==> src/logic/slps_regs_map.vh <==
// register offsets, field positions, reset values and codes for the link parameter/status bank
`ifndef SLPS_REGS_MAP_VH
`define SLPS_REGS_MAP_VH

// register offsets (index on the plain register port)
`define SLPS_ADDR_W             12
`define SLPS_OFF_IDENT          12'h206
`define SLPS_OFF_FRAME_END_CHAR_SELECT          12'h207
`define SLPS_OFF_STATUS         12'h208
`define SLPS_OFF_IRQ_ENABLE     12'h210
`define SLPS_OFF_IRQ_CLEAR      12'h211
`define SLPS_OFF_IRQ_STATUS     12'h212
`define SLPS_OFF_CTRL           12'h213

// reset values
`define SLPS_RST_IDENT          8'h00
`define SLPS_RST_FRAME_END_CHAR_SELECT          2'h0
`define SLPS_RST_BYTE           8'h00
`define SLPS_RST_IDENT_Q        7'h00
`define SLPS_RST_CTRL           2'h0
`define SLPS_RST_IRQ            4'h0
`define SLPS_RST_SYNC           5'h00
`define SLPS_RST_EDGE           2'h0

// field positions inside the data byte
`define SLPS_IDENT_MSB          7
`define SLPS_IDENT_LSB          1
`define SLPS_FRAME_END_CHAR_SELECT_MSB          1
`define SLPS_FRAME_END_CHAR_SELECT_LSB          0
`define SLPS_IRQ_MSB            3
`define SLPS_CTRL_MSB           1

// link status bit positions
`define SLPS_ST_LINK_UP         6
`define SLPS_ST_SYNC            5
`define SLPS_ST_REALIGNED       4
`define SLPS_ST_PHASE_SET       3
`define SLPS_ST_PLL_LOCK        2

// interrupt status / enable / clear bit positions
`define SLPS_IRQ_REALIGNED      0
`define SLPS_IRQ_PHASE_SET      1
`define SLPS_IRQ_LINK_UP        2
`define SLPS_IRQ_PLL_LOST       3
`define SLPS_IRQ_W              4

// control register bit positions
`define SLPS_CTRL_LINK_EN       0
`define SLPS_CTRL_8B10B         1

// frame character selection codes
`define SLPS_FC_K28_7           2'h0
`define SLPS_FC_K28_1           2'h1
`define SLPS_FC_K28_5           2'h2

// 8-bit payloads of the control characters
`define SLPS_K28_7              8'hFC
`define SLPS_K28_1              8'h3C
`define SLPS_K28_5              8'hBC

`endif

==> src/logic/slps_regs.v <==
// serial link parameter and status register bank with event interrupt
`timescale 1ns/1ps
`include "slps_regs_map.vh"

module slps_regs (
	// clock and reset
	input  wire        CLK,
	input  wire        RESET,
	// register port
	input  wire [11:0] ADDR,
	input  wire [7:0]  WDATA,
	input  wire        WR,
	input  wire        RD,
	output reg  [7:0]  RDATA,
	// link state from the transmitter core (asynchronous to CLK)
	input  wire        LINK_UP,
	input  wire        SYNC_N,
	input  wire        SYSREF_REALIGN,
	input  wire        SYSREF_EVENT,
	input  wire        PLL_LOCKED,
	// parameters handed to the link layer
	output reg  [7:0]  IDENT_LINK_A,
	output reg  [7:0]  IDENT_LINK_B,
	output reg  [7:0]  FRAME_END_CHAR,
	output reg         FRAME_END_CHAR_EN,
	output wire        SERIAL_LINK_ENABLE,
	// interrupt
	output wire        IRQ
);

	// all state lives in this one clock domain; the core levels come in
	// through two flops each before any logic looks at them, and the edge
	// detectors run on the second stage only

	// software state
	reg  [6:0]  ident_q;          // identifier bits 7:1, bit 0 not stored
	reg  [1:0]  frame_end_char_select_q;          // end-of-frame character selection
	reg  [1:0]  ctrl_q;           // link enable and 8b/10b mode
	reg  [3:0]  irq_en_q;         // interrupt enables
	reg  [3:0]  irq_st_q;         // sticky interrupt status
	reg  [3:0]  irq_st_d;         // next interrupt status
	reg         realign_q;        // sticky realigned flag
	reg         phase_set_q;      // sticky multiframe phase flag
	reg         armed_q;          // waiting for first SYSREF after enable
	reg  [7:0]  status_byte;      // assembled link status read value
	reg  [7:0]  rdata_d;          // read value picked by the address
	reg  [7:0]  frame_end_char_select_code;       // control character for the selection

	// two-flop synchronisers for the core inputs
	reg  [4:0]  sync1_q;          // first stage, may go metastable
	reg  [4:0]  sync2_q;          // second stage, the only reader of stage one
	reg  [1:0]  edge_q;           // delayed SYSREF levels for edge detect
	reg         link_prev_q;      // delayed link up level
	reg         pll_prev_q;       // delayed lock level

	// synchronised levels
	wire        link_up_s;        // link up
	wire        sync_n_s;         // sync request, low while asserted
	wire        realign_s;        // SYSREF realign level
	wire        sysref_s;         // SYSREF event level
	wire        pll_s;            // serializer PLL lock

	// one-cycle event strobes
	wire        realign_ev;       // realign level rose
	wire        sysref_ev;        // SYSREF level rose
	wire        phase_ev;         // first SYSREF after enable
	wire        link_up_ev;       // link came up
	wire        pll_lost_ev;      // lock dropped

	// decoded register port strobes
	wire        wr_ident;         // identifier write
	wire        wr_frame_end_char_select;         // frame character write
	wire        wr_ctrl;          // control write
	wire        wr_irq_en;        // interrupt enable write
	wire        wr_status;        // status write, one-to-clear on sticky bits
	wire        wr_irq_clr;       // interrupt clear write
	wire        link_en;          // serial link enable bit
	wire        mode_8b10b;       // 8b/10b line coding selected

	// synchronised level taps, one bit per core input; the order matches
	// the concatenation in the first stage
	assign link_up_s  = sync2_q[0];
	assign sync_n_s   = sync2_q[1];
	assign realign_s  = sync2_q[2];
	assign sysref_s   = sync2_q[3];
	assign pll_s      = sync2_q[4];

	// control bits as the rest of the bank sees them
	assign link_en    = ctrl_q[`SLPS_CTRL_LINK_EN];
	assign mode_8b10b = ctrl_q[`SLPS_CTRL_8B10B];
	assign SERIAL_LINK_ENABLE = link_en;

	// events are rising edges of the synchronised levels, lock loss a falling one; a level
	// already high out of reset gives an event as soon as it has passed the two flops
	assign realign_ev  = realign_s & ~edge_q[0];
	assign sysref_ev   = sysref_s & ~edge_q[1];
	assign phase_ev    = sysref_ev & armed_q & link_en;
	assign link_up_ev  = link_up_s & ~link_prev_q;
	assign pll_lost_ev = ~pll_s & pll_prev_q;

	// one decoder per register; reads and writes share the address
	assign wr_ident   = WR & (ADDR == `SLPS_OFF_IDENT);
	assign wr_frame_end_char_select   = WR & (ADDR == `SLPS_OFF_FRAME_END_CHAR_SELECT);
	assign wr_ctrl    = WR & (ADDR == `SLPS_OFF_CTRL);
	assign wr_irq_en  = WR & (ADDR == `SLPS_OFF_IRQ_ENABLE);
	assign wr_status  = WR & (ADDR == `SLPS_OFF_STATUS);
	assign wr_irq_clr = WR & (ADDR == `SLPS_OFF_IRQ_CLEAR);

	// first synchroniser stage takes the raw core levels
	always @(posedge CLK or posedge RESET) begin
		if (RESET) begin
			sync1_q <= `SLPS_RST_SYNC;
		end else begin
			sync1_q <= {PLL_LOCKED, SYSREF_EVENT, SYSREF_REALIGN, SYNC_N, LINK_UP};
		end
	end

	// second stage; nothing else reads the first stage
	always @(posedge CLK or posedge RESET) begin
		if (RESET) begin
			sync2_q <= `SLPS_RST_SYNC;
		end else begin
			sync2_q <= sync1_q;
		end
	end

	// delayed copies for edge detection; reset to the idle low level of the
	// core outputs so that no false event follows reset
	always @(posedge CLK or posedge RESET) begin
		if (RESET) begin
			edge_q      <= `SLPS_RST_EDGE;
			link_prev_q <= 1'b0;
			pll_prev_q  <= 1'b0;
		end else begin
			edge_q      <= {sysref_s, realign_s};
			link_prev_q <= link_up_s;
			pll_prev_q  <= pll_s;
		end
	end

	// identifier: bit 0 is never stored, so an odd write drops to the even value
	// below it; the host only rewrites it while the link is off
	always @(posedge CLK or posedge RESET) begin
		if (RESET) begin
			ident_q <= `SLPS_RST_IDENT_Q;
		end else if (wr_ident) begin
			ident_q <= WDATA[`SLPS_IDENT_MSB:`SLPS_IDENT_LSB];
		end
	end

	// frame character selection; upper data bits are reserved and dropped;
	// a change while the link runs could cut a frame, so the host waits
	always @(posedge CLK or posedge RESET) begin
		if (RESET) begin
			frame_end_char_select_q <= `SLPS_RST_FRAME_END_CHAR_SELECT;
		end else if (wr_frame_end_char_select) begin
			frame_end_char_select_q <= WDATA[`SLPS_FRAME_END_CHAR_SELECT_MSB:`SLPS_FRAME_END_CHAR_SELECT_LSB];
		end
	end

	// control: link enable and line coding mode; the enable gates the
	// framer, so the parameters above are meant to be set before it
	always @(posedge CLK or posedge RESET) begin
		if (RESET) begin
			ctrl_q <= `SLPS_RST_CTRL;
		end else if (wr_ctrl) begin
			ctrl_q <= WDATA[`SLPS_CTRL_MSB:`SLPS_CTRL_LINK_EN];
		end
	end

	// interrupt enables, same layout as the interrupt status
	always @(posedge CLK or posedge RESET) begin
		if (RESET) begin
			irq_en_q <= `SLPS_RST_IRQ;
		end else if (wr_irq_en) begin
			irq_en_q <= WDATA[`SLPS_IRQ_MSB:`SLPS_IRQ_REALIGNED];
		end
	end

	// realigned flag: sticky until a one is written to its status bit; an event
	// in the same cycle as the clear wins, so no realignment is ever lost
	always @(posedge CLK or posedge RESET) begin
		if (RESET) begin
			realign_q <= 1'b0;
		end else if (realign_ev) begin
			realign_q <= 1'b1;
		end else if (wr_status && WDATA[`SLPS_ST_REALIGNED]) begin
			realign_q <= 1'b0;
		end
	end

	// multiframe phase flag: set by the first SYSREF after enable, cleared by
	// writing a one; set beats a same-cycle clear
	always @(posedge CLK or posedge RESET) begin
		if (RESET) begin
			phase_set_q <= 1'b0;
		end else if (phase_ev) begin
			phase_set_q <= 1'b1;
		end else if (wr_status && WDATA[`SLPS_ST_PHASE_SET]) begin
			phase_set_q <= 1'b0;
		end
	end

	// arming: held while the link is off, spent by the first SYSREF after
	// enable; later SYSREF edges have no effect here and never set the phase flag
	always @(posedge CLK or posedge RESET) begin
		if (RESET) begin
			armed_q <= 1'b0;
		end else if (!link_en) begin
			armed_q <= 1'b1;
		end else if (sysref_ev) begin
			armed_q <= 1'b0;
		end
	end

	// interrupt status next value: clear first, then events, so set wins;
	// a written one clears its bit, a zero leaves it alone
	always @* begin
		irq_st_d = irq_st_q;
		if (wr_irq_clr) begin
			irq_st_d = irq_st_d & ~WDATA[`SLPS_IRQ_MSB:`SLPS_IRQ_REALIGNED];
		end
		irq_st_d[`SLPS_IRQ_REALIGNED] = irq_st_d[`SLPS_IRQ_REALIGNED] | realign_ev;
		irq_st_d[`SLPS_IRQ_PHASE_SET] = irq_st_d[`SLPS_IRQ_PHASE_SET] | phase_ev;
		irq_st_d[`SLPS_IRQ_LINK_UP]   = irq_st_d[`SLPS_IRQ_LINK_UP] | link_up_ev;
		irq_st_d[`SLPS_IRQ_PLL_LOST]  = irq_st_d[`SLPS_IRQ_PLL_LOST] | pll_lost_ev;
	end

	// interrupt status register, read-only to software
	always @(posedge CLK or posedge RESET) begin
		if (RESET) begin
			irq_st_q <= `SLPS_RST_IRQ;
		end else begin
			irq_st_q <= irq_st_d;
		end
	end

	// level interrupt, high while any enabled status bit is set; it is a
	// gate away from the flops since the host treats it as asynchronous
	assign IRQ = |(irq_st_q & irq_en_q);

	// control character for the current selection; the reserved code falls
	// back to the default so the link never sends an undefined character
	always @* begin
		case (frame_end_char_select_q)
			`SLPS_FC_K28_7: begin
				frame_end_char_select_code = `SLPS_K28_7;
			end
			`SLPS_FC_K28_1: begin
				frame_end_char_select_code = `SLPS_K28_1;
			end
			`SLPS_FC_K28_5: begin
				frame_end_char_select_code = `SLPS_K28_5;
			end
			default: begin
				frame_end_char_select_code = `SLPS_K28_7;                         // reserved code
			end
		endcase
	end

	// link parameters, registered so the link layer sees clean values;
	// a change reaches the link layer one cycle after the register
	always @(posedge CLK or posedge RESET) begin
		if (RESET) begin
			IDENT_LINK_A      <= `SLPS_RST_IDENT;
			IDENT_LINK_B      <= `SLPS_RST_IDENT;
			FRAME_END_CHAR    <= `SLPS_K28_7;
			FRAME_END_CHAR_EN <= 1'b0;
		end else begin
			// link A carries the identifier as programmed
			IDENT_LINK_A <= {ident_q, 1'b0};
			// even base, so adding one only sets bit 0 and never carries
			IDENT_LINK_B <= {ident_q, 1'b1};
			// the character is only a selection; the framer inserts it
			FRAME_END_CHAR <= frame_end_char_select_code;
			// only 8b/10b modes insert the character; 64b/66b ignores it
			FRAME_END_CHAR_EN <= link_en & mode_8b10b;
		end
	end

	// link status as read: live levels and the two sticky flags; reserved
	// bits read zero and writes to them change nothing
	always @* begin
		status_byte = `SLPS_RST_BYTE;
		status_byte[`SLPS_ST_LINK_UP]   = link_up_s;
		status_byte[`SLPS_ST_SYNC]      = sync_n_s;
		status_byte[`SLPS_ST_REALIGNED] = realign_q;
		status_byte[`SLPS_ST_PHASE_SET] = phase_set_q;
		status_byte[`SLPS_ST_PLL_LOCK]  = pll_s;
	end

	// read value by address; unmapped offsets and the clear register read
	// zero, since the clear register holds no state of its own
	always @* begin
		case (ADDR)
			`SLPS_OFF_IDENT: begin
				rdata_d = {ident_q, 1'b0};
			end
			`SLPS_OFF_FRAME_END_CHAR_SELECT: begin
				rdata_d = {6'h00, frame_end_char_select_q};
			end
			`SLPS_OFF_STATUS: begin
				rdata_d = status_byte;
			end
			`SLPS_OFF_IRQ_ENABLE: begin
				rdata_d = {4'h0, irq_en_q};
			end
			`SLPS_OFF_IRQ_STATUS: begin
				rdata_d = {4'h0, irq_st_q};
			end
			`SLPS_OFF_CTRL: begin
				rdata_d = {6'h00, ctrl_q};
			end
			default: begin
				rdata_d = `SLPS_RST_BYTE;                         // unmapped and clear reg
			end
		endcase
	end

	// read data stands only in the cycle after the strobe and is zero
	// otherwise, so a stale value can never be mistaken for an answer
	always @(posedge CLK or posedge RESET) begin
		if (RESET) begin
			RDATA <= `SLPS_RST_BYTE;
		end else if (RD) begin
			RDATA <= rdata_d;
		end else begin
			RDATA <= `SLPS_RST_BYTE;
		end
	end

endmodule // slps_regs

==> config.mk <==
export PLATFORM = sky130hd
export DESIGN_NAME = slps_regs
export DESIGN_NICKNAME = d
export VERILOG_FILES = /design/src/logic/slps_regs.v
export VERILOG_INCLUDE_DIRS = /design/src /design/src/logic
export SDC_FILE = /design/constraint.sdc
export NUM_CORES = 1
export LEC_CHECK = 0
export ABC_AREA = 1
export BUFFER_PORTS_ARGS = -buffer_cell sky130_fd_sc_hd__buf_2
export CAP_MARGIN = 20
export CORE_MARGIN = 2
export CORE_UTILIZATION = 40
export DETAILED_ROUTE_END_ITERATION = 16
export GPL_ROUTABILITY_DRIVEN = 1
export PLACE_DENSITY_LB_ADDON = 0.05
export REMOVE_ABC_BUFFERS = 1
export SLEW_MARGIN = 10
export SYNTH_ARGS = -nofsm -noshare
export SYNTH_HDL_FRONTEND = slang
export SYNTH_SLANG_ARGS = --single-unit
==> constraint.sdc <==
create_clock -name CLK -period 1.33 [get_ports CLK]
set_input_delay 0.0665 -clock CLK [delete_from_list [all_inputs] [get_ports CLK]]
set_output_delay 0.0665 -clock CLK [all_outputs]
set_load 0.005 [all_outputs]
==> out/metrics.cfg, run 1 <==
[outcome]
status = finished, final reports clean

[worst_setup_path]
cp-startpoint = irq_en_q[1]$_DFFE_PP0P_
crit_end = IRQ
cp_slowest_cell = dfrtp_1
crit_type = flop to primary output
rrSetupSlack_ps = 440
max_stage_delay_ps = 420
path_cells = nand2_1 > nand4_1 > buf_2
critPathMaxFanout = 3
cp_top_family = flip-flops
end_kind = primary output
cp_data_required_time_ps = 1260
path_depth = 3
r2r_end = RDATA[0]$_DFF_PP0_
critical_path_arrival_ps = 1060
path_buf_inv = 1
startpoint_type = flop
r2r_cells = 4
reg2reg_from = ctrl_q[0]$_DFFE_PP0P_

[cts]
clk_pin_slew_ps = 100
clk_path_buf_depth = 2
ctsRootBufferMaster = clkbuf_8
htreeDepth = 2
clock_sinks = 55
insertion_delay_ps = 310
cts_tree = done
cts_made_buffers = 5
cts_resized = 0

[yosys]
yosys.area_share.adder_pct = 0.535
synth_cell_types = 23
synth-compound-area-share_pct = 5.99
synthSimpleGateAreaFrac_pct = 22.5
netlist_area_um2 = 2340
synth_top_family_by_area = simple AND/OR/NAND/NOR gates
yosysSeqAreaShare_pct = 59.0
synth-xor-area-share_pct = 0
syn_area_per_cell_um2 = 9.06
syn_inst = 258
synth.area.mux_share_pct = 0
ys.warnings.count = 0
ys_ff_latch = 55

[power]
p_per_area_nw_per_um2 = 1080
max-vdd-ir-drop_mv = 0.707
p_leak_nw = 1.52

[placed_design]
port_buffers = 56
placed_cells = 380
post-dp-hpwl_um = 3580
place_congestion = 0.795

[routing]
firstDrtPassIters = 4
drt_first_iter_violations = 56
drc_errors = 0
wl_per_cell_um = 11.4
ant_nets = 0
wl_um = 4530
post_drt_via_cell_ratio = 4.42
vias = 1751

[global_routing]
antenna_found_initial = 0
grt_max_degree = 22
grt_pass1_wl_um = 7650
grt_pass1_vias = 1655
grt-ovfl-total = 0
grt.total_usage_pct = 15.6

[sta]
fmax_mhz = 890
finalSetupViolCount = 0
grt_setup_unrepaired = no
finalCritPeriodShare_pct = 84.4
finalMaxSlewViolations = 0
min_period_ps = 1120
hold_viol = 0
finClkSkew_ps = 10.6

[worst_hold_path]
hold_path.class = input pin to flop

[floorplanning]
die_w_um = 80.5
io_pins = 64
initial_utilization_pct = 42.0
die_h_um = 80.5
die_area_um2 = 6470
rows = 27
core_um2 = 5570

[final_layout]
mostFrequentLayoutCells = nand2_1 (68), buf_2 (56), dfrtp_1 (53), inv_1 (30), nor2_1 (25)
antenna_cells = 0
fin_util_pct = 51.1
area_growth_pct = 21.8
mostFrequentLayoutCell = nand2_1
fin_nets = 353
drive_gt1_share_pct = 27.5
fin_cells = 396

[run]
max_cap_viol_count = 0

[Yosys cell counts, drive strengths merged]
| cell | count | area (um^2) |
|---|---|---|
| and2 | 1 | 8.76 |
| and3 | 1 | 6.26 |
| buf | 18 | 143 |
| conb | 2 | 7.51 |
| dfrtp | 53 | 1330 |
| dfstp | 2 | 52.6 |
| ha | 1 | 12.5 |
| inv | 35 | 131 |
| nand2 | 71 | 279 |
| nand3 | 18 | 90.1 |
| nand4 | 2 | 12.5 |
| nor2 | 29 | 124 |
| nor3 | 1 | 5.00 |
| o21ai | 22 | 125 |
| o31ai | 2 | 15.0 |
[final cells by class]
class / count / area [um^2]
clock buffer: 6 / 82.6
clock inverter: 2 / 38.8
fill: 530 / 2730
inverter: 35 / 131
multi-input combinational: 156 / 708
sequential: 55 / 1380
tap: 72 / 90.1
timing repair buffer: 70 / 418
[state kept, by name, indices dropped and copies added, names as in the netlist, 2 cells and up]
name,flops
irq_en_q,4
ident_q,7
FRAME_END_CHAR,2
IDENT_LINK_B,7
edge_q,2
RDATA,8
ctrl_q,2
sync2_q,5
irq_st_q,4
frame_end_char_select_q,2
sync1_q,5
[layer usage]
layer | GRT usage [%] | share of wire, % | vias to the layer above
met3 | 4.04 | 5.6 | 5
met1 | 21.8 | 49 | 799
met4 | 5.08 | 1.1 | 0
met5 | 0 | 0 | -
li1 | - | - | 903
met2 | 23.8 | 44 | 44
[where the power goes]
part	internal (mW)	leakage [nW]	switching, mW
Combinational	0.0759	0.771	0.109
Sequential	1.70	0.690	0.0108
Clock	0.620	0.0618	0.557
Total	2.39	1.52	0.676
[per-stage QoR]
stage | area, um^2 | TNS [ps] | hold slack [ps] | total power [mW] | setup slack [ps]
2_1_floorplan | 2220 | -4030 | 97.9 | 1.82 | -76.1
3_3_place_gp | 2650 | 0 | 116 | 1.91 | 129
3_5_place_dp | 2650 | 0 | 117 | 1.91 | 97.9
4_1_cts | 2850 | 0 | 0.141 | 3.11 | 173
5_1_grt | 2850 | 0 | 16.1 | 3.20 | 131
6_report | 2850 | 0 | 3.58 | 3.07 | 207
[worst reg2reg max path: cells and delay by family, from the launching register on]
kind	cells	cell delay (ps)
and+or+nand+nor	4	340
DFF	1	450
[timing repair]
item                      4_1_cts  5_1_grt
hold buffers                    8        0
setup buffers                   0        0
hold endpoints to repair       23        0
[logic make-up after synthesis]
group                      count (synthesis)
DFF                                       55
other                                      2
AOI/OAI and AO/OA                         24
and+or+nand+nor                          123
adders and majority gates                  1
buffers and inverters                     53
[how the worst min path moves through the flow]
| stage | startpoint | endpoint | slack [ps] | cells after the start |
|---|---|---|---|---|
| 3_5_place_dp | RESET | sync1_q[2]$_DFF_PP0_ | 120 | 2 |
| 2_1_floorplan | LINK_UP | sync1_q[0]$_DFF_PP0_ | 100 | 0 |
| 6_report | WDATA[7] | ident_q[6]$_DFFE_PP0P_ | 4 | 3 |
| 3_3_place_gp | RESET | sync1_q[2]$_DFF_PP0_ | 120 | 2 |
| 4_1_cts | WDATA[7] | ident_q[6]$_DFFE_PP0P_ | 0.1 | 3 |
| 5_1_grt | WDATA[7] | ident_q[6]$_DFFE_PP0P_ | 20 | 3 |
Note: power is estimated with default switching activity, not from simulation.
==> inputs of run 2 (changes only) <==
clock period = 1.1 ns   (was 1.33 ns; I/O delays follow)
==> run 2 against run 1 <==
Compared with the run above:
- the run now ends with setup timing left
- worst hold slack gained 12 ps
- combinational power grew 28%
- critical endpoint unchanged
- wire length grew 3.0%
- largest power group unchanged
- worst setup slack lost 220 ps
==> out/metrics.cfg, run 2 (synthesis gave the netlist of run 1 again) <==
[cts]
ctsRootBufferMaster = clkbuf_8
htreeDepth = 2
cts_tree = done
cts_made_buffers = 5
clk_path_buf_depth = 2
clk_pin_slew_ps = 90
insertion_delay_ps = 310
clock_sinks = 55

[worst_hold_path]
hold_path.class = input pin to flop

[final_layout]
fin_util_pct = 52.5
drive_gt1_share_pct = 29.3
largest_reg_flops = 8
mostFrequentLayoutCell = nand2_1
top_register = RDATA
mostFrequentLayoutCells = nand2_1 (68), buf_2 (56), dfrtp_1 (53), inv_1 (30), nor2_1 (25)
fin_area_um2 = 2920
antenna_cells = 0
fin_nets = 364
top_regs = RDATA: 8 flops, IDENT_LINK_B: 7 flops, ident_q: 7 flops
area_growth_pct = 25.0
fillCellCount = 547

[sta]
min_period_ps = 1110
fin_ws_ps = -13.5
fin_hold_ws_ps = 15.8
grt_setup_unrepaired = yes
finClkSkew_ps = 8.12
tns_ps = -13.5
finalSetupViolCount = 1
fmax_mhz = 898
finalCritPeriodShare_pct = 101
finalMaxSlewViolations = 0
hold_viol = 0

[power]
p_sw_share_pct = 22.6
p_int_mw = 2.67
power_frac_seq_pct = 59.8
pwr-share-clk_pct = 33.3
power_frac_comb_pct = 6.9
max-vdd-ir-drop_mv = 0.855
p_leak_nw = 1.57
p_sw_mw = 0.780
p_per_area_nw_per_um2 = 1180

[routing]
wl_met3_um = 274
drc_errors = 0
wl_met1_um = 2320
vias = 1792
wl_um = 4670
topRoutingLayerUsed = met4
firstDrtPassIters = 4
wl_per_cell_um = 11.5
post_drt_via_cell_ratio = 4.40
drt_first_iter_violations = 74
wl_met2_um = 2020
ant_nets = 0

[global_routing]
grt-ovfl-total = 0
grt_max_degree = 23
antenna_found_initial = 0
grt_pass1_wl_um = 7800
grt.total_usage_pct = 15.8
grt_pass1_vias = 1676

[placed_design]
post-dp-hpwl_um = 3580
place_congestion = 0.791
dpl_worst_slack_ps = -165
dpl_cell_area_um2 = 2700
port_buffers = 56

[run]
max_cap_viol_count = 0

[floorplanning]
core_um2 = 5570
die_area_um2 = 6470
initial_utilization_pct = 42.0
die_w_um = 80.5
die_h_um = 80.5
io_pins = 64
rows = 27

[worst_setup_path]
cp_data_required_time_ps = 1040
crit_type = flop to primary output
max_stage_delay_ps = 400
cp_slowest_cell = dfrtp_1
path_cells = nand2_1 > nand4_1 > buf_2
rrSetupSlack_ps = 180
end_kind = primary output
critPathMaxFanout = 3
startpoint_type = flop
critical_path_arrival_ps = 1060

[outcome]
violations = setup timing
status = finished, violations left

## run 2: cell count changes in the layout (fill, tap and decap cells not counted), sizes merged
cell         before  now
inv              36   35
clkinv            0    1
buf              62   72
bufinv            1    0
dlygate4sd3       8    9
clkbuf            6    7
## run 2: area by class of cell
class                   count  area [um^2]  area share (%)
clock buffers               7         86.3            2.95
well taps                  72         90.1            3.08
multi-input cells         156          713            24.4
clock inverters             1         8.76           0.300
repair buffers             81          515            17.6
inverters                  35          131            4.49
flip-flops and latches     55         1380            47.2
## run 2: power groups by stage
stage	clock (mW)	combinational, mW	sequential [mW]
2_1_floorplan	0	0.0931	2.10
3_3_place_gp	0	0.215	2.10
3_5_place_dp	0	0.216	2.11
4_1_cts	1.19	0.242	2.07
5_1_grt	1.26	0.270	2.07
6_report	1.15	0.237	2.06
## run 2: through the flow
stage                     cells  total power, mW
after floorplan             246             2.20
after global placement      385             2.32
after detailed placement    385             2.32
after CTS                   406             3.50
after global routing        407             3.60
final                       407             3.45
## run 2: path summary, 6_finish.rpt
check | end | start | cells after the start
setup / recovery | IRQ | irq_en_q[0]$_DFFE_PP0P_ | 3
hold / removal | ident_q[3]$_DFFE_PP0P_ | WDATA[4] | 3
setup reg to reg | RDATA[0]$_DFF_PP0_ | irq_st_q[0]$_DFF_PP0_ | 5
hold reg to reg | sync2_q[0]$_DFF_PP0_ | sync1_q[0]$_DFF_PP0_ | 0
max in group asynchronous | FRAME_END_CHAR[6]$_DFF_PP1_ | RESET | 4
min in group asynchronous | IDENT_LINK_B[0]$_DFF_PP0_ | RESET | 3
## run 2: timing repair
item	CTS	global route
hold buffers	9	0
setup buffers	4	1
hold endpoints to repair	61	0
endpoints found under the setup margin	1	2
resized for setup	0	1
## run 2: worst max-delay path, delay by kind of cell (launching register included)
family        cells  cell delay (ps)
flops             1              400
simple gates      2              200
buf+inv           1              160
## run 2: routing by layer
layer / track usage [%] / vias to the layer above
met5: 0 / -
met4: 4.58 / 0
met3: 3.60 / 6
met2: 24.4 / 50
met1: 22.2 / 814
li1: - / 922
==> inputs of run 3 (changes only) <==
CORE_MARGIN = not set   (was 2)
GPL_ROUTABILITY_DRIVEN = 0   (was 1)
==> run 3 against run 2 <==
Compared with the run above:
- the run still ends with setup timing left
- final cell count rose by 1.7%
- first-iteration DRC count fell by 22%
- worst hold slack improved by 2.4 ps
- critical path type unchanged
- via count increased by 1.3%
- combinational power is essentially flat
==> out/metrics.cfg, run 3 (synthesis gave the netlist of run 1 again) <==
[cts]
cts_tree = done
cts_made_buffers = 5
htreeDepth = 2
ctsRootBufferMaster = clkbuf_8
cts_resized = 0
clk_path_buf_depth = 2
insertion_delay_ps = 310
clk_pin_slew_ps = 110
clock_sinks = 55

[worst_setup_path]
cp_slowest_cell = dfrtp_1
crit_type = flop to primary output
startpoint_type = flop
reg2reg_from = irq_en_q[0]$_DFFE_PP0P_
path_cells = nand2_1 > nand4_1 > buf_2
cp-startpoint = irq_en_q[2]$_DFFE_PP0P_
r2r_cells = 6
critical_path_arrival_ps = 1050
end_kind = primary output
cp_data_required_time_ps = 1040
max_stage_delay_ps = 400
critPathMaxFanout = 2
r2r_end = RDATA[0]$_DFF_PP0_
rrSetupSlack_ps = 80

[floorplanning]
rows = 27
initial_utilization_pct = 42.0
die_h_um = 78.5
die_area_um2 = 6160
core_um2 = 5570
io_pins = 64
die_w_um = 78.5

[worst_hold_path]
min_to = ident_q[3]$_DFFE_PP0P_
hold_path.class = input pin to flop
whs_path_depth = 3
holdCritStartpoint = WDATA[4]

[global_routing]
grt_pass1_vias = 1763
grt_max_degree = 56
grt.total_usage_pct = 17.6
grt-ovfl-total = 0
grt_pass1_wl_um = 8200
antenna_found_initial = 0

[routing]
drc_errors = 0
ant_nets = 0
wl_um = 4800
drt_first_iter_violations = 58
firstDrtPassIters = 4
vias = 1815
post_drt_via_cell_ratio = 4.38
wl_per_cell_um = 11.6

[final_layout]
antenna_cells = 0
area_growth_pct = 26.4
largest_reg_flops = 8
drive_gt1_share_pct = 31.0
fin_nets = 371
mostFrequentLayoutCell = nand2_1
fillCellCount = 546
mostFrequentLayoutCells = nand2_1 (68), buf_2 (56), dfrtp_1 (53), inv_1 (30), nor2_1 (25)
top_register = RDATA
fin_area_um2 = 2960
top_regs = RDATA: 8 flops, IDENT_LINK_B: 7 flops, ident_q: 7 flops

[sta]
hold_viol = 0
finalCritPeriodShare_pct = 101
min_period_ps = 1110
finClkSkew_ps = 12.3
finalMaxSlewViolations = 0
finalSetupViolCount = 1
grt_setup_unrepaired = yes
fin_ws_ps = -7.08
fmax_mhz = 903
tns_ps = -7.08

[run]
max_cap_viol_count = 0

[placed_design]
port_buffers = 56
post-dp-hpwl_um = 3590
dpl_cell_area_um2 = 2700

[outcome]
violations = setup timing
status = finished, violations left

[power]
p_per_area_nw_per_um2 = 1160
max-vdd-ir-drop_mv = 0.881
power_mw = 3.43
p_leak_nw = 1.60

## run 3: metrics by stage
step           std cells  utilization, %  hold slack [ps]  worst slack, ps
2_1_floorplan        246               -             86.4             -295
3_3_place_gp         387            48.4              127             -103
3_5_place_dp         387            48.4              129             -132
4_1_cts              411            52.6             7.49            0.595
5_1_grt              414            53.0             10.2            -63.4
6_report             414            53.0             18.2            -7.08
## run 3: timing repair
action                                  4_1_cts  5_1_grt
buffers inserted                              7        3
hold endpoints to repair                     61        0
hold buffers                                  9        0
endpoints found under the setup margin        1        1
pin swaps                                     0        2
## run 3: where the power goes
| part | internal, mW | switching (mW) | leakage (nW) | total (mW) |
|---|---|---|---|---|
| Combinational | 0.101 | 0.133 | 0.862 | 0.234 |
| Sequential | 2.05 | 0.0136 | 0.690 | 2.07 |
| Clock | 0.461 | 0.670 | 0.0461 | 1.13 |
## run 3: final cells by class
type                            count  area, um^2  share of cell area (%)
Sequential cell                    55        1380                    46.6
Multi-Input combinational cell    156         708                    24.0
Timing Repair Buffer               88         556                    18.8
Inverter                           35         131                    4.44
Tap cell                           72        90.1                    3.05
Clock buffer                        5        68.8                    2.33
Clock inverter                      3        23.8                   0.804
## run 3: worst max path at each step
stage	end	slack [ps]	cells after the start
floorplan	FRAME_END_CHAR_EN$_DFF_PP0_	-290	1
global placement	irq_st_q[2]$_DFF_PP0_	-100	7
detailed placement	irq_st_q[2]$_DFF_PP0_	-130	7
CTS	IRQ	0.6	3
global route	IRQ	-60	3
finish	IRQ	-7	3
## run 3: critical path: cells and delay by family (launching register included)
family                 cells  cell delay [ps]
flip-flops                 1              400
buffers and inverters      1              150
AND/OR/NAND/NOR            2              190
## run 3: per-layer routing
| layer | wire (um) | track usage, % | share of wire, % | vias up |
|---|---|---|---|---|
| li1 | - | - | - | 940 |
| met1 | 2420 | 23.9 | 50 | 825 |
| met2 | 2150 | 28.2 | 45 | 45 |
| met3 | 170 | 3.60 | 3.5 | 5 |
| met4 | 57 | 5.56 | 1.2 | 0 |
| met5 | 0 | 0 | 0 | - |
